$ cat src/inc/cit_defs.vh
// Constants for the CAN interrupt-code, timestamp and pin-control tail block
`ifndef CIT_DEFS_VH
`define CIT_DEFS_VH

// ----------------------------------------------------------------
// Register offsets (4-bit port address)
// ----------------------------------------------------------------
`define CIT_ADDR_W          4
`define CIT_REG_FLAG        4'h0
`define CIT_REG_ENABLE      4'h1
`define CIT_REG_CTRLSTAT    4'h2
`define CIT_REG_PINCTRL     4'h3
`define CIT_REG_BITTIME     4'h4
`define CIT_REG_COMMSTAT    4'h5
`define CIT_REG_IRQSTAT     4'h6
`define CIT_REG_IRQMASK     4'h7

// ----------------------------------------------------------------
// Flag / enable bit positions
// ----------------------------------------------------------------
`define CIT_B_ERR           0
`define CIT_B_TXA           1
`define CIT_B_TXB           2
`define CIT_B_TXC           3
`define CIT_B_RXA           4
`define CIT_B_RXB           5
`define CIT_B_WAK           6

// ----------------------------------------------------------------
// Priority codes
// ----------------------------------------------------------------
`define CIT_CODE_NONE       3'h0
`define CIT_CODE_ERR        3'h1
`define CIT_CODE_TXA        3'h4
`define CIT_CODE_TXB        3'h3
`define CIT_CODE_TXC        3'h2
`define CIT_CODE_RXA        3'h6
`define CIT_CODE_RXB        3'h5
`define CIT_CODE_WAK        3'h7

// ----------------------------------------------------------------
// Operating modes (ctrl/status bits 7:5)
// ----------------------------------------------------------------
`define CIT_MODE_NORMAL     3'h0
`define CIT_MODE_DISABLE    3'h1
`define CIT_MODE_LOOPBACK   3'h2
`define CIT_MODE_LISTEN     3'h3
`define CIT_MODE_CONFIG     3'h4

// ----------------------------------------------------------------
// Pin-control bits, status-event bits, reset values
// ----------------------------------------------------------------
`define CIT_PC_TX2EN        0
`define CIT_PC_RECDRV       1
`define CIT_EV_TSTAMP       0
`define CIT_EV_IRQCODE      1
`define CIT_RST_PINCTRL     8'h00
`define CIT_RST_BITTIME     8'h13
`define CIT_RST_MODE        3'h4
`define CIT_BT_W            8

`endif

$ cat src/rtl/cit_can_tail.v
// Top of the CAN tail: interrupt code, timestamp, pin control, registers
// Overview of operation
// - Source counts only when flag and enabled
// - Code reports highest-priority source, else 000
// - Timestamp signal on each accepted frame
// - Pulse after clean EOF, one bit time
// - Up to three pins shared with port
// - Config, disable, loopback return pins to port
// - Active: primary tx pin carries CAN output
// - Secondary tx pin only when enabled
// - Drive-select clear: actively drive recessive level
// - CAN drive overrides port direction bits
// - Receive data from one input pin
// - Reset enters initialization mode automatically
// - Code shows next source after clearing
// - Several error conditions set one flag
//
// The implementer's own choices: the placing of the registers and strobed register access.
`timescale 1ns/100ps
`default_nettype none
`include "cit_defs.vh"

module cit_can_tail (
    // Clock and reset
    input  wire                   mclk,
    input  wire                   arst_n,
    // Register port
    input  wire [`CIT_ADDR_W-1:0] regAddr,
    input  wire [7:0]             regWdata,
    input  wire                   regWrite,
    input  wire                   regRead,
    output reg  [7:0]             regRdata_ff,
    // Events from the protocol engine (same clock)
    input  wire [6:0]             irqSetEvents,
    input  wire [4:0]             errConditions,
    input  wire                   frameValidEof,
    input  wire                   canTxBit,
    // Port logic, one bit per shared pin (0 tx1, 1 tx2, 2 rx)
    input  wire [2:0]             portOut,
    input  wire [2:0]             port_direction_bits,
    // Pads
    input  wire                   rxPinIn,
    output reg                    primary_tx_pin_o_ff,
    output reg                    primary_tx_pin_oe_ff,
    output reg                    secondary_tx_pin_o_ff,
    output reg                    secondary_tx_pin_oe_ff,
    output reg                    rxPinOe_ff,
    output reg                    rxPinO_ff,
    // To protocol engine and timers
    output reg                    canRxBit_ff,
    output reg                    portRxBit_ff,
    output wire                   tstampPulse_ff,
    output reg  [2:0]             canMode_ff,
    output reg                    irq_ff
);

    // ----------------------------------------------------------------
    // Storage
    // ----------------------------------------------------------------
    reg  [6:0]            irqFlag_ff;
    reg  [6:0]            irqEnable_ff;
    reg  [7:0]            can_pin_control_reg_ff;
    reg  [`CIT_BT_W-1:0]  bitTime_ff;
    reg  [4:0]            comm_status_reg_ff;
    reg  [1:0]            evtStat_ff;
    reg  [1:0]            evtMask_ff;
    reg  [2:0]            prevCode_ff;
    reg                   rxMeta_ff;
    reg                   rxSync_ff;
    reg  [7:0]            nxt_rdata;
    reg  [6:0]            nxt_flag;
    reg  [1:0]            nxt_evt;
    reg                   nxt_txOe;
    reg                   nxt_txO;
    wire [2:0]            irqPriorityCode;
    wire [6:0]            setVec;
    wire                  canOwnsPins;
    wire                  codeChanged;

    // ----------------------------------------------------------------
    // Interrupt code
    // ----------------------------------------------------------------
    // Combinational encoder: the code follows flag and enable every cycle
    cit_prio_enc u_enc (
        .irqFlags   (irqFlag_ff),
        .irqEnables (irqEnable_ff),
        .irqCode    (irqPriorityCode)
    );

    // Any error condition lands on the one error flag
    assign setVec = irqSetEvents | {6'h00, |errConditions};

    // Flags: hardware set wins over a software clear in the same cycle
    always @* begin
        nxt_flag = irqFlag_ff;
        if (regWrite && regAddr == `CIT_REG_FLAG)
            nxt_flag = regWdata[6:0];
        nxt_flag = nxt_flag | setVec;
    end

    // ----------------------------------------------------------------
    // Timestamp
    // ----------------------------------------------------------------
    // Only frames seen while the controller is on the bus count
    cit_tstamp u_ts (
        .mclk           (mclk),
        .arst_n         (arst_n),
        .frameOk        (frameValidEof && canOwnsPins),
        .bitTimeClks    (bitTime_ff),
        .tstampPulse_ff (tstampPulse_ff)
    );

    // ----------------------------------------------------------------
    // Control registers
    // ----------------------------------------------------------------
    // Reset parks the controller in configuration mode until software acts
    always @(posedge mclk or negedge arst_n) begin
        if (!arst_n) begin
            irqFlag_ff             <= 7'h00;
            irqEnable_ff           <= 7'h00;
            can_pin_control_reg_ff <= `CIT_RST_PINCTRL;
            bitTime_ff             <= `CIT_RST_BITTIME;
            canMode_ff             <= `CIT_RST_MODE;
            comm_status_reg_ff     <= 5'h00;
            evtMask_ff             <= 2'h0;
        end else begin
            irqFlag_ff         <= nxt_flag;
            comm_status_reg_ff <= comm_status_reg_ff | errConditions;
            if (regWrite) begin
                case (regAddr)
                    `CIT_REG_ENABLE:   irqEnable_ff           <= regWdata[6:0];
                    `CIT_REG_CTRLSTAT: canMode_ff             <= regWdata[7:5];
                    `CIT_REG_PINCTRL:  can_pin_control_reg_ff <= regWdata;
                    `CIT_REG_BITTIME:  bitTime_ff             <= regWdata;
                    `CIT_REG_COMMSTAT: comm_status_reg_ff     <= errConditions;
                    `CIT_REG_IRQMASK:  evtMask_ff             <= regWdata[1:0];
                    default: begin
                    end
                endcase
            end
        end
    end

    // ----------------------------------------------------------------
    // Event status, mask and interrupt output
    // ----------------------------------------------------------------
    assign codeChanged = (irqPriorityCode != prevCode_ff);

    // Read of the status clears it, but a new event in that cycle survives
    always @* begin
        nxt_evt = evtStat_ff;
        if (regRead && regAddr == `CIT_REG_IRQSTAT)
            nxt_evt = 2'h0;
        if (frameValidEof && canOwnsPins)
            nxt_evt[`CIT_EV_TSTAMP] = 1'b1;
        if (codeChanged && irqPriorityCode != `CIT_CODE_NONE)
            nxt_evt[`CIT_EV_IRQCODE] = 1'b1;
    end

    always @(posedge mclk or negedge arst_n) begin
        if (!arst_n) begin
            evtStat_ff  <= 2'h0;
            prevCode_ff <= `CIT_CODE_NONE;
            irq_ff      <= 1'b0;
        end else begin
            evtStat_ff  <= nxt_evt;
            prevCode_ff <= irqPriorityCode;
            irq_ff      <= |(nxt_evt & ~evtMask_ff);   // A set mask bit holds its event off
        end
    end

    // ----------------------------------------------------------------
    // Read path
    // ----------------------------------------------------------------
    always @* begin
        case (regAddr)
            `CIT_REG_FLAG:     nxt_rdata = {1'b0, irqFlag_ff};
            `CIT_REG_ENABLE:   nxt_rdata = {1'b0, irqEnable_ff};
            `CIT_REG_CTRLSTAT: nxt_rdata = {canMode_ff, 1'b0, irqPriorityCode, 1'b0};
            `CIT_REG_PINCTRL:  nxt_rdata = can_pin_control_reg_ff;
            `CIT_REG_BITTIME:  nxt_rdata = bitTime_ff;
            `CIT_REG_COMMSTAT: nxt_rdata = {3'h0, comm_status_reg_ff};
            `CIT_REG_IRQSTAT:  nxt_rdata = {6'h00, evtStat_ff};
            `CIT_REG_IRQMASK:  nxt_rdata = {6'h00, evtMask_ff};
            default:           nxt_rdata = 8'h00;
        endcase
    end

    // Data stands only in the cycle after the read strobe
    always @(posedge mclk or negedge arst_n) begin
        if (!arst_n)
            regRdata_ff <= 8'h00;
        else if (regRead)
            regRdata_ff <= nxt_rdata;
        else
            regRdata_ff <= 8'h00;
    end

    // ----------------------------------------------------------------
    // Pin control
    // ----------------------------------------------------------------
    // Every mode but configuration, disable and loopback hands the pins to the controller
    assign canOwnsPins = (canMode_ff != `CIT_MODE_CONFIG) &&
                         (canMode_ff != `CIT_MODE_DISABLE) &&
                         (canMode_ff != `CIT_MODE_LOOPBACK);

    // Recessive is high; with drive-select clear it is driven, else released
    always @* begin
        if (can_pin_control_reg_ff[`CIT_PC_RECDRV]) begin
            nxt_txO  = 1'b0;
            nxt_txOe = !canTxBit;
        end else begin
            nxt_txO  = canTxBit;
            nxt_txOe = 1'b1;
        end
    end

    // Registered pads; direction bits ignored while the controller drives
    always @(posedge mclk or negedge arst_n) begin
        if (!arst_n) begin
            primary_tx_pin_o_ff    <= 1'b0;
            primary_tx_pin_oe_ff   <= 1'b0;
            secondary_tx_pin_o_ff  <= 1'b0;
            secondary_tx_pin_oe_ff <= 1'b0;
            rxPinO_ff              <= 1'b0;
            rxPinOe_ff             <= 1'b0;
        end else begin
            rxPinO_ff  <= portOut[2];
            rxPinOe_ff <= canOwnsPins ? 1'b0 : !port_direction_bits[2];
            if (canOwnsPins) begin
                primary_tx_pin_o_ff  <= nxt_txO;
                primary_tx_pin_oe_ff <= nxt_txOe;
            end else begin
                primary_tx_pin_o_ff  <= portOut[0];
                primary_tx_pin_oe_ff <= !port_direction_bits[0];
            end
            if (canOwnsPins && can_pin_control_reg_ff[`CIT_PC_TX2EN]) begin
                secondary_tx_pin_o_ff  <= nxt_txO;
                secondary_tx_pin_oe_ff <= nxt_txOe;
            end else begin
                secondary_tx_pin_o_ff  <= portOut[1];
                secondary_tx_pin_oe_ff <= !port_direction_bits[1];
            end
        end
    end

    // ----------------------------------------------------------------
    // Receive input
    // ----------------------------------------------------------------
    // Two-stage synchroniser; idle recessive when the pins belong to the port
    always @(posedge mclk or negedge arst_n) begin
        if (!arst_n) begin
            rxMeta_ff    <= 1'b1;
            rxSync_ff    <= 1'b1;
            canRxBit_ff  <= 1'b1;
            portRxBit_ff <= 1'b1;
        end else begin
            rxMeta_ff    <= rxPinIn;
            rxSync_ff    <= rxMeta_ff;
            canRxBit_ff  <= canOwnsPins ? rxSync_ff : 1'b1;
            portRxBit_ff <= rxSync_ff;
        end
    end

endmodule
`default_nettype wire

$ cat src/rtl/cit_prio_enc.v
// Priority encoder turning qualified interrupt flags into a 3-bit code
`timescale 1ns/100ps
`default_nettype none
`include "cit_defs.vh"

module cit_prio_enc (
    // Flags and enables
    input  wire [6:0] irqFlags,
    input  wire [6:0] irqEnables,
    // Result
    output reg  [2:0] irqCode
);

    wire [6:0] qual;

    // A source counts only when flag and enable are both set
    assign qual = irqFlags & irqEnables;

    // Fixed order: error, tx a, b, c, rx a, b, wake-up
    always @* begin
        if (qual[`CIT_B_ERR])
            irqCode = `CIT_CODE_ERR;
        else if (qual[`CIT_B_TXA])
            irqCode = `CIT_CODE_TXA;
        else if (qual[`CIT_B_TXB])
            irqCode = `CIT_CODE_TXB;
        else if (qual[`CIT_B_TXC])
            irqCode = `CIT_CODE_TXC;
        else if (qual[`CIT_B_RXA])
            irqCode = `CIT_CODE_RXA;
        else if (qual[`CIT_B_RXB])
            irqCode = `CIT_CODE_RXB;
        else if (qual[`CIT_B_WAK])
            irqCode = `CIT_CODE_WAK;
        else
            irqCode = `CIT_CODE_NONE;
    end

endmodule
`default_nettype wire

$ cat src/rtl/cit_tstamp.v
// One-bit-time timestamp pulse generator after a valid end of frame
`timescale 1ns/100ps
`default_nettype none
`include "cit_defs.vh"

module cit_tstamp (
    // Clock and reset
    input  wire                  mclk,
    input  wire                  arst_n,
    // Control
    input  wire                  frameOk,
    input  wire [`CIT_BT_W-1:0]  bitTimeClks,
    // Output
    output reg                   tstampPulse_ff
);

    reg  [`CIT_BT_W-1:0] cnt_ff;

    // Pulse rises on the cycle after the good EOF and lasts bitTimeClks+1 cycles
    always @(posedge mclk or negedge arst_n) begin
        if (!arst_n) begin
            tstampPulse_ff <= 1'b0;
            cnt_ff         <= {`CIT_BT_W{1'b0}};
        end else if (frameOk) begin
            tstampPulse_ff <= 1'b1;
            cnt_ff         <= bitTimeClks;
        end else if (tstampPulse_ff) begin
            if (cnt_ff == {`CIT_BT_W{1'b0}})
                tstampPulse_ff <= 1'b0;
            else
                cnt_ff <= cnt_ff - 1'b1;
        end
    end

endmodule
`default_nettype wire

$ cat config.mk
export PLATFORM = sky130hd
export DESIGN_NAME = cit_can_tail
export DESIGN_NICKNAME = d
export VERILOG_FILES = /design/src/rtl/cit_can_tail.v /design/src/rtl/cit_prio_enc.v /design/src/rtl/cit_tstamp.v
export VERILOG_INCLUDE_DIRS = /design/src /design/src/inc
export SDC_FILE = /design/constraint.sdc
export NUM_CORES = 1
export LEC_CHECK = 0
export ABC_CLOCK_PERIOD_IN_PS = 2050
export BUFFER_PORTS_ARGS = -buffer_cell sky130_fd_sc_hd__buf_2
export CORE_MARGIN = 2
export CORE_UTILIZATION = 49
export DETAILED_ROUTE_END_ITERATION = 7
export GPL_TIMING_DRIVEN = 1
export PLACE_DENSITY = 0.72
export SYNTH_ARGS = -nofsm -noshare
export SYNTH_HDL_FRONTEND = slang
export SYNTH_SLANG_ARGS = --single-unit
$ cat constraint.sdc
create_clock -name mclk -period 2.05 [get_ports mclk]
set_input_delay 0.3075 -clock mclk [delete_from_list [all_inputs] [get_ports mclk]]
set_output_delay 0.3075 -clock mclk [all_outputs]
set_load 0.01 [all_outputs]
-- Word-level counts from Yosys, hierarchy flattened
Index checks and enable logic that the tools add are counted.
- $add $sub $neg: 1
- multiply operators: 0
- div/mod/pow operators: 0
- order comparisons: 0
- equality and inequality tests: 12
- shifts and indexed selects: 0
- muxes and demuxes: 29
- bitwise logic cells: 6
- reduce and logical (&&, ||, !) cells: 23
- operator list (kind ; count):
    $pmux W8 S8 ; 1
    $mux W8 ; 4
    $mux W3 ; 7
    $eq A4 B3 Y1 const B ; 4
    $mux W1 ; 13
    $reduce_and A2 Y1 ; 6
    $mux W5 ; 2
    $eq A4 B2 Y1 const B ; 2
    $logic_not A8 Y1 ; 1
    $sub A8 B1 Y8 const B ; 1
    $and A7 B7 Y7 ; 1
    $logic_and A1 B1 Y1 ; 7
    $mux W7 ; 1
    $or A7 B1 Y7 ; 1
    $or A7 B7 Y7 ; 1
    $or A5 B5 Y5 ; 1
    $reduce_or A5 Y1 ; 1
    $eq A4 B1 Y1 const B ; 1
    $logic_not A1 Y1 ; 4
    $logic_not A4 Y1 ; 1
    $ne A3 B1 Y1 const B ; 1
    $ne A3 B2 Y1 const B ; 1
    $ne A3 B3 Y1 ; 1
    $ne A3 B3 Y1 const B ; 1
    other kinds (7) ; 7
- bits in registers: 73
- bits in latches: 0
- bits in writable memories: 0
- memory bits (read-only): 0
- input port bits: 37
- output and inout bits: 21
- memories kept: 0

-- Depth between registers and ports, before layout
Gate-level depths: netlist of the first run.
- word-level depth: 13
- gate-level depth with buffers: 7
- depth with buffers taken out: 7

-- Modules after synthesis
Synthesis of the first run repeated with hierarchy kept, for this count alone.
- cell total of the unflattened synthesis: 314
- area total of the unflattened synthesis: 3563.4 um^2
- by module, submodules not included (module ; times used ; cells each ; area each (um^2)):
    cit_can_tail ; 1 ; 236 ; 2891.5
    cit_tstamp ; 1 ; 65 ; 583.1
    cit_prio_enc ; 1 ; 13 ; 88.8

-- Worst setup path before layout of the first run
OpenSTA, ideal clock, no wires.
- path type: register to register
- start point: register u_ts.cnt_ff[5]
- end point: register u_ts.cnt_ff[1]
- setup time: 125 ps
- arrival time: 1531 ps
- slack: 394 ps
- cell stages (with the launch flop): 5
- path buffers: 0
- clock period less this slack: 1656 ps
- path through: dfrtp_1 -> or4_4 -> o31ai_4 -> o21ai_1 -> mux2_2
- cells in the longest elaborated chain, start to end: 3
- ends and longest elaborated chain (item ; RTL line ; source):
    from (decl) ; cit_tstamp.v:17 ; reg [`CIT_BT_W-1:0] cnt_ff;
    from (signal assigned) ; cit_tstamp.v:23 ; cnt_ff <= {`CIT_BT_W{1'b0}};
    from (signal assigned) ; cit_tstamp.v:26 ; cnt_ff <= bitTimeClks;
    from (signal assigned) ; cit_tstamp.v:31 ; cnt_ff <= cnt_ff - 1'b1;
    $logic_not A8 Y1 ; cit_tstamp.v:28 ; if (cnt_ff == {`CIT_BT_W{1'b0}})
    $ne A2 B1 Y1 (no source line) ; - ;
    $reduce_and A2 Y1 (no source line) ; - ;
Every way passes these cells.
A chain may end at the register's enable or synchronous reset.

-- Worst setup path after layout of the first run
Ends and elaborated chain as after synthesis.

==> flow_summary_export.csv, run 1 <==
group,metric,value,unit
status,status,"completed",
timing,fin_skew,0.00584,ns
global_routing,grt_pass1_vias,2463,
finish,area_growth,19.4,%
yosys,ys_warn_count,0,
finish,num_antenna_cells,0,
clock_tree,h-tree-depth,3,
finish,fin_util,60.2,%
clock_tree,clock-sinks,73,
route,vias_per_cell,5.50,
setup_path,ff2ff_setup_slack,0.26,ns
pwr,leakage,1.78,nW
floorplanning,die_w,87.6,um
timing,whs,0.0495,ns
yosys,synth_cells,283,
route,wl,7590,um
route,final_antenna_net_count,0,
setup_path,criticalPathCategory,"reg -> reg",
pwr,internal-power,2.86,mW
setup_path,end_kind,"flip-flop",
setup_path,crit_chain,"or4_4 > o31ai_4 > o21ai_1 > mux2_2",
setup_path,start_kind,"flip-flop",
floorplanning,die_area,7680,um2
clock_tree,cts-root-buf,"clkbuf_8",
placement,dpl_cell_area,3880,um2
yosys,netlist_area,3430,um2
timing,setup_viol_count_final,0,
setup_path,critPathMaxFanout,4,
global_routing,grt_pass1_wl,12300,um
global_routing,grtUsageTotal,21.6,%
yosys,syn_area_per_cell,12.1,um2
clock_tree,clk_pin_slew,0.08,ns
setup_path,max_stage_delay,0.57,ns
job,drv_cap,0,
placement,globalplace.congestion,0.858,
global_routing,overflow,0,
timing,slew_violations,0,
yosys,synth_async_sr_flop_share,100,%
yosys,synth.distinct_cells,56,
setup_path,cp.buffers_inverters,0,
finish,final_cell_mix,"65 x dfrtp_1, 57 x buf_2, 34 x mux2_2, 19 x nand2_1, 19 x nor2_1",
clock_tree,cts_setup_buffers,0,
pwr,cellPowerDensity,1030,nW/um2
pwr,p_sw,1.36,mW
yosys,synth_edf_count,0,
route,vias,2509,
setup_path,critical_path_required,2.28,ns
pwr,power_frac_comb,26.1,%
timing,hold_viol,0,
clock_tree,cts_made_buffers,9,
pwr,switching_share,32.3,%
timing,final.setup.worst_slack,0.259,ns
timing,rsz0062_at_grt,"false",
placement,place_ws,0.287,ns
finish,mostFrequentLayoutCell,"dfrtp_1",
route,remaining_drc_errors,0,
timing,tightest_slew,0.566,ns
yosys,yosys_most_used_dff,"dfrtp_1",
timing,finalWorstPathRequiredPeriod,1.79,ns
finish,finalInstanceArea,4090,um2
pwr,p_clk_share,26.9,%
global_routing,grt_antenna_before_repair,0,
setup_path,cp_top_family,"simple AND/OR/NAND/NOR gates",
yosys,synth-seq-cells,73,
floorplanning,pin_count,58,
setup_path,worstPathArrival,2.02,ns
hold_path,hold_path_class,"in -> reg",
floorplanning,die_y,87.6,um
placement,post-place-cells,439,
route,dr.pass1.iters,4,
route,initialDrtViolationCount,147,
timing,timing.fmax,558,MHz
yosys,yosysSeqAreaShare,53.6,%
finish,finalNonFillerCells,456,
clock_tree,cts_tree,"built",
floorplanning,row_count,30,
pwr,share_seq_of_total_power,47.1,%
pwr,power,4.22,mW
placement,io_buffers,57,
finish,drive_gt1_share,38.6,%
floorplanning,initial_core_util,50.4,%
clock_tree,clk-insertion-delay-late,0.35,ns
placement,dp_hpwl,5800,um
timing,post-route-period-util,87.4,%
timing,relSlewSlack,61.8,%
finish,layout.nets,394,
pwr,peakVddDrop,0.616,mV
setup_path,cpMaxStageDelayCell,"or4_4",
yosys,synth.net_count,322,
timing,setup_tns,0,ns
clock_tree,clk_path_buf_depth,2,
global_routing,grt_max_degree,30,
floorplanning,core,6790,um2
route,wl_per_cell,16.7,um
-- sequential cells by signal (all words and copies together) (netlist names), 2 cells and up --
register / cells
irqEnable_ff: 7
regRdata_ff: 8
u_ts.cnt_ff: 8
can_pin_control_reg_ff: 8
bitTime_ff: 8
irqFlag_ff: 7
canMode_ff: 3
comm_status_reg_ff: 5
evtStat_ff: 2
evtMask_ff: 2
prevCode_ff: 3
-- power by group through the flow --
stage / Sequential (mW) / Combinational [mW] / Clock, mW
after floorplan: 1.98 / 0.755 / 0
after global placement: 2.00 / 1.06 / 0
after detailed placement: 2.01 / 1.10 / 0
after CTS: 1.99 / 1.11 / 1.16
after global routing: 2.03 / 1.23 / 1.23
final: 1.99 / 1.10 / 1.13
-- final timing paths --
kind / startpoint / to / depth (start not counted)
setup / recovery: u_ts.cnt_ff[5]$_DFFE_PN0P_ / u_ts.cnt_ff[1]$_DFFE_PN0P_ / 4
hold / removal: rxPinIn / rxMeta_ff$_DFF_PN1_ / 1
setup reg to reg: u_ts.cnt_ff[5]$_DFFE_PN0P_ / u_ts.cnt_ff[1]$_DFFE_PN0P_ / 4
hold reg to reg: rxMeta_ff$_DFF_PN1_ / rxSync_ff$_DFF_PN1_ / 0
max in group asynchronous: arst_n / comm_status_reg_ff[4]$_DFF_PN0_ / 3
min in group asynchronous: arst_n / rxPinOe_ff$_DFF_PN0_ / 2
-- worst register-to-register path, delay by kind of cell, from the launching register on --
family	cells	cell delay, ns
AND/OR/NAND/NOR	1	0.57
multiplexers	1	0.27
flip-flops	1	0.43
AO/OA/AOI/OAI	2	0.42
-- area by class of cell --
class / count / area (um2)
clock inverter: 7 / 78.8
fill: 556 / 2700
sequential: 73 / 1840
tap: 96 / 120
timing repair buffer: 69 / 390
clock buffer: 9 / 124
inverter: 5 / 18.8
multi-input combinational: 197 / 1520
-- per-layer routing --
layer  track usage (%)  vias to the layer above  share of wire [%]
li1                  -                     1193                  -
met1              29.8                     1239                 44
met2              33.1                       62                 49
met3              4.24                       15                4.3
met4              9.93                        0                2.4
met5                 0                        -                  0
-- cell usage after synthesis (all sizes together), types with 5 or more instances --
| library cell | count | area [um2] |
|---|---|---|
| a31oi | 6 | 37.5 |
| buf | 7 | 43.8 |
| dfrtp | 65 | 1630 |
| mux2 | 34 | 383 |
| nand2 | 20 | 77.6 |
| nand2b | 8 | 57.6 |
| a22oi | 12 | 90.1 |
| nor3 | 6 | 46.3 |
| a21o | 7 | 52.6 |
| nor2 | 19 | 71.3 |
| mux2i | 6 | 60.1 |
| a21oi | 11 | 58.8 |
| dfstp | 8 | 210 |
| inv | 5 | 18.8 |
| a211o | 6 | 52.6 |
| and3 | 6 | 37.5 |
-- cells by family after synthesis --
| family | after synthesis | share of synthesized area, % |
|---|---|---|
| compound gates | 63 | 14.0 |
| fa+ha+maj | 2 | 0.730 |
| xor+xnor | 8 | 2.05 |
| flops | 73 | 53.6 |
| simple gates | 83 | 14.1 |
| buf+inv | 13 | 1.94 |
| mux | 41 | 13.6 |
-- what timing repair did --
action                                  in CTS  in global routing
hold buffers                                 1                  0
endpoints found under the setup margin       0                  0
hold endpoints to repair                    18                  0
gates resized for setup                      0                  0
Power figures use the tool's default switching activity.
==> inputs of run 2 (changes only) <==
ABC_CLOCK_PERIOD_IN_PS = 1840   (was 2050)
CELL_PAD_IN_SITES_DETAIL_PLACEMENT = 0   (was default)
CELL_PAD_IN_SITES_GLOBAL_PLACEMENT = 1   (was default)
CORE_UTILIZATION = 45   (was 49)
PLACE_DENSITY = 0.81   (was 0.72)
clock period = 1.84 ns   (was 2.05 ns; I/O delays follow)
==> flow_summary_export.csv, run 2 (same netlist as run 1, synthesis figures left out) <==
group,metric,value,unit
route,wl,7850,um
setup_path,worstRegToRegCells,4,
setup_path,critPathMaxFanout,4,
pwr,cellPowerDensity,1190,nW/um2
timing,rsz0062_at_grt,"false",
pwr,peakVddDrop,0.621,mV
setup_path,crit_start,"u_ts.cnt_ff[5]$_DFFE_PN0P_",
global_routing,grt_max_degree,74,
timing,finalWorstPathRequiredPeriod,1.71,ns
timing,tightest_slew,0.514,ns
placement,globalplace.congestion,0.861,
clock_tree,cts-root-buf,"clkbuf_8",
setup_path,crit_chain,"or4_4 > o31ai_4 > o21ai_1 > mux2_2",
placement,dpl_cell_area,3920,um2
finish,drive_gt1_share,39.5,%
global_routing,overflow,0,
setup_path,cp_top_family,"simple AND/OR/NAND/NOR gates",
setup_path,ff2ff_setup_slack,0.13,ns
global_routing,grtUsageTotal,20.4,%
clock_tree,clock-sinks,73,
global_routing,grt_antenna_before_repair,0,
timing,slew_violations,0,
floorplanning,core,7330,um2
hold_path,hold_path_class,"in -> reg",
setup_path,start_kind,"flip-flop",
placement,place_ws,0.0862,ns
setup_path,r2r-start,"u_ts.cnt_ff[5]$_DFFE_PN0P_",
clock_tree,clk-insertion-delay-late,0.35,ns
route,initialDrtViolationCount,190,
timing,hold_viol,0,
timing,relSlewSlack,65.3,%
finish,fin_util,56.9,%
clock_tree,clk_path_buf_depth,2,
job,drv_cap,0,
floorplanning,die_w,91.3,um
clock_tree,h-tree-depth,3,
hold_path,hp-start,"rxPinIn",
clock_tree,clk_pin_slew,0.08,ns
setup_path,end_kind,"flip-flop",
setup_path,cp.buffers_inverters,0,
pwr,leakage,1.83,nW
timing,post-route-period-util,93.0,%
floorplanning,die_y,91.3,um
route,remaining_drc_errors,0,
finish,mostFrequentLayoutCell,"dfrtp_1",
finish,finalInstanceArea,4170,um2
floorplanning,initial_core_util,46.7,%
timing,setup_tns,0,ns
route,vias_per_cell,5.46,
setup_path,r2r-end,"u_ts.cnt_ff[1]$_DFFE_PN0P_",
route,final_antenna_net_count,0,
placement,io_buffers,57,
setup_path,critical_path_required,2.07,ns
setup_path,worstPathArrival,1.94,ns
setup_path,cpMaxStageDelayCell,"or4_4",
route,dr.pass1.iters,6,
floorplanning,row_count,31,
finish,num_antenna_cells,0,
finish,area_growth,21.7,%
clock_tree,cts_made_buffers,9,
timing,setup_viol_count_final,0,
clock_tree,cts_tree,"built",
finish,final_cell_mix,"65 x dfrtp_1, 57 x buf_2, 34 x mux2_2, 19 x nand2_1, 19 x nor2_1",
timing,timing.fmax,584,MHz
setup_path,critical_path.endpoint,"u_ts.cnt_ff[1]$_DFFE_PN0P_",
global_routing,grt_pass1_vias,2511,
floorplanning,die_area,8330,um2
route,vias,2535,
setup_path,max_stage_delay,0.56,ns
finish,layout.nets,399,
timing,fin_skew,0.0116,ns
status,status,"completed",
global_routing,grt_pass1_wl,13000,um
setup_path,criticalPathCategory,"reg -> reg",
pwr,power,4.96,mW
timing,final.setup.worst_slack,0.129,ns
floorplanning,pin_count,58,
setup_path,crit_cells,4,
placement,dp_hpwl,5810,um
route,wl_per_cell,16.9,um
[run 2: repair_timing]
action | 4_1_cts | 5_1_grt
endpoints found under the setup margin | 0 | 3
hold buffers | 1 | 0
resized for setup | 0 | 1
setup buffers | 0 | 0
hold endpoints to repair | 65 | 0
[run 2: area by class of cell]
| class | instances | area, um2 |
|---|---|---|
| inverters | 5 | 18.8 |
| flip-flops and latches | 73 | 1840 |
| clock inverters | 6 | 108 |
| well taps | 99 | 124 |
| clock buffers | 10 | 128 |
| fillers | 612 | 3160 |
| multi-input cells | 197 | 1530 |
| repair buffers | 74 | 428 |
[run 2: layer usage]
layer | global-route usage (%) | wire, um | vias to the layer above
li1 | - | - | 1209
met1 | 29.2 | 3600 | 1236
met2 | 29.9 | 3600 | 77
met3 | 3.32 | 435 | 13
met4 | 10.4 | 222 | 0
met5 | 0 | 0 | -
[run 2: stage by stage]
step	hold WS, ns	std cells
after floorplan	-0.0196	283
after global placement	0.337	447
after detailed placement	0.339	447
after CTS	0.0153	464
after global routing	0.00313	464
final	0.0242	464
[run 2: where the power goes]
group          internal [mW]  leakage [nW]  total [mW]  switching (mW)
Clock                  0.896         0.116        1.49           0.592
Combinational          0.628         0.884        1.25           0.618
Sequential              1.94         0.833        2.22           0.276
Total                   3.47          1.83        4.96            1.49
[run 2: worst register-to-register path, delay by kind of cell (launching register included)]
kind	cells	cell delay, ns
AOI/OAI and AO/OA	2	0.36
muxes	1	0.26
DFF	1	0.42
and+or+nand+nor	1	0.56
[run 2: worst min path at each step]
stage / slack [ns] / to / depth (start not counted)
2_1_floorplan: -0.02 / bitTime_ff[2]$_DFFE_PN0P_ / 0
3_3_place_gp: 0.34 / rxPinOe_ff$_DFF_PN0_ / 2
3_5_place_dp: 0.34 / rxPinOe_ff$_DFF_PN0_ / 2
4_1_cts: 0.02 / rxPinO_ff$_DFF_PN0_ / 1
5_1_grt: 0.003 / rxMeta_ff$_DFF_PN1_ / 1
6_report: 0.02 / rxMeta_ff$_DFF_PN1_ / 1
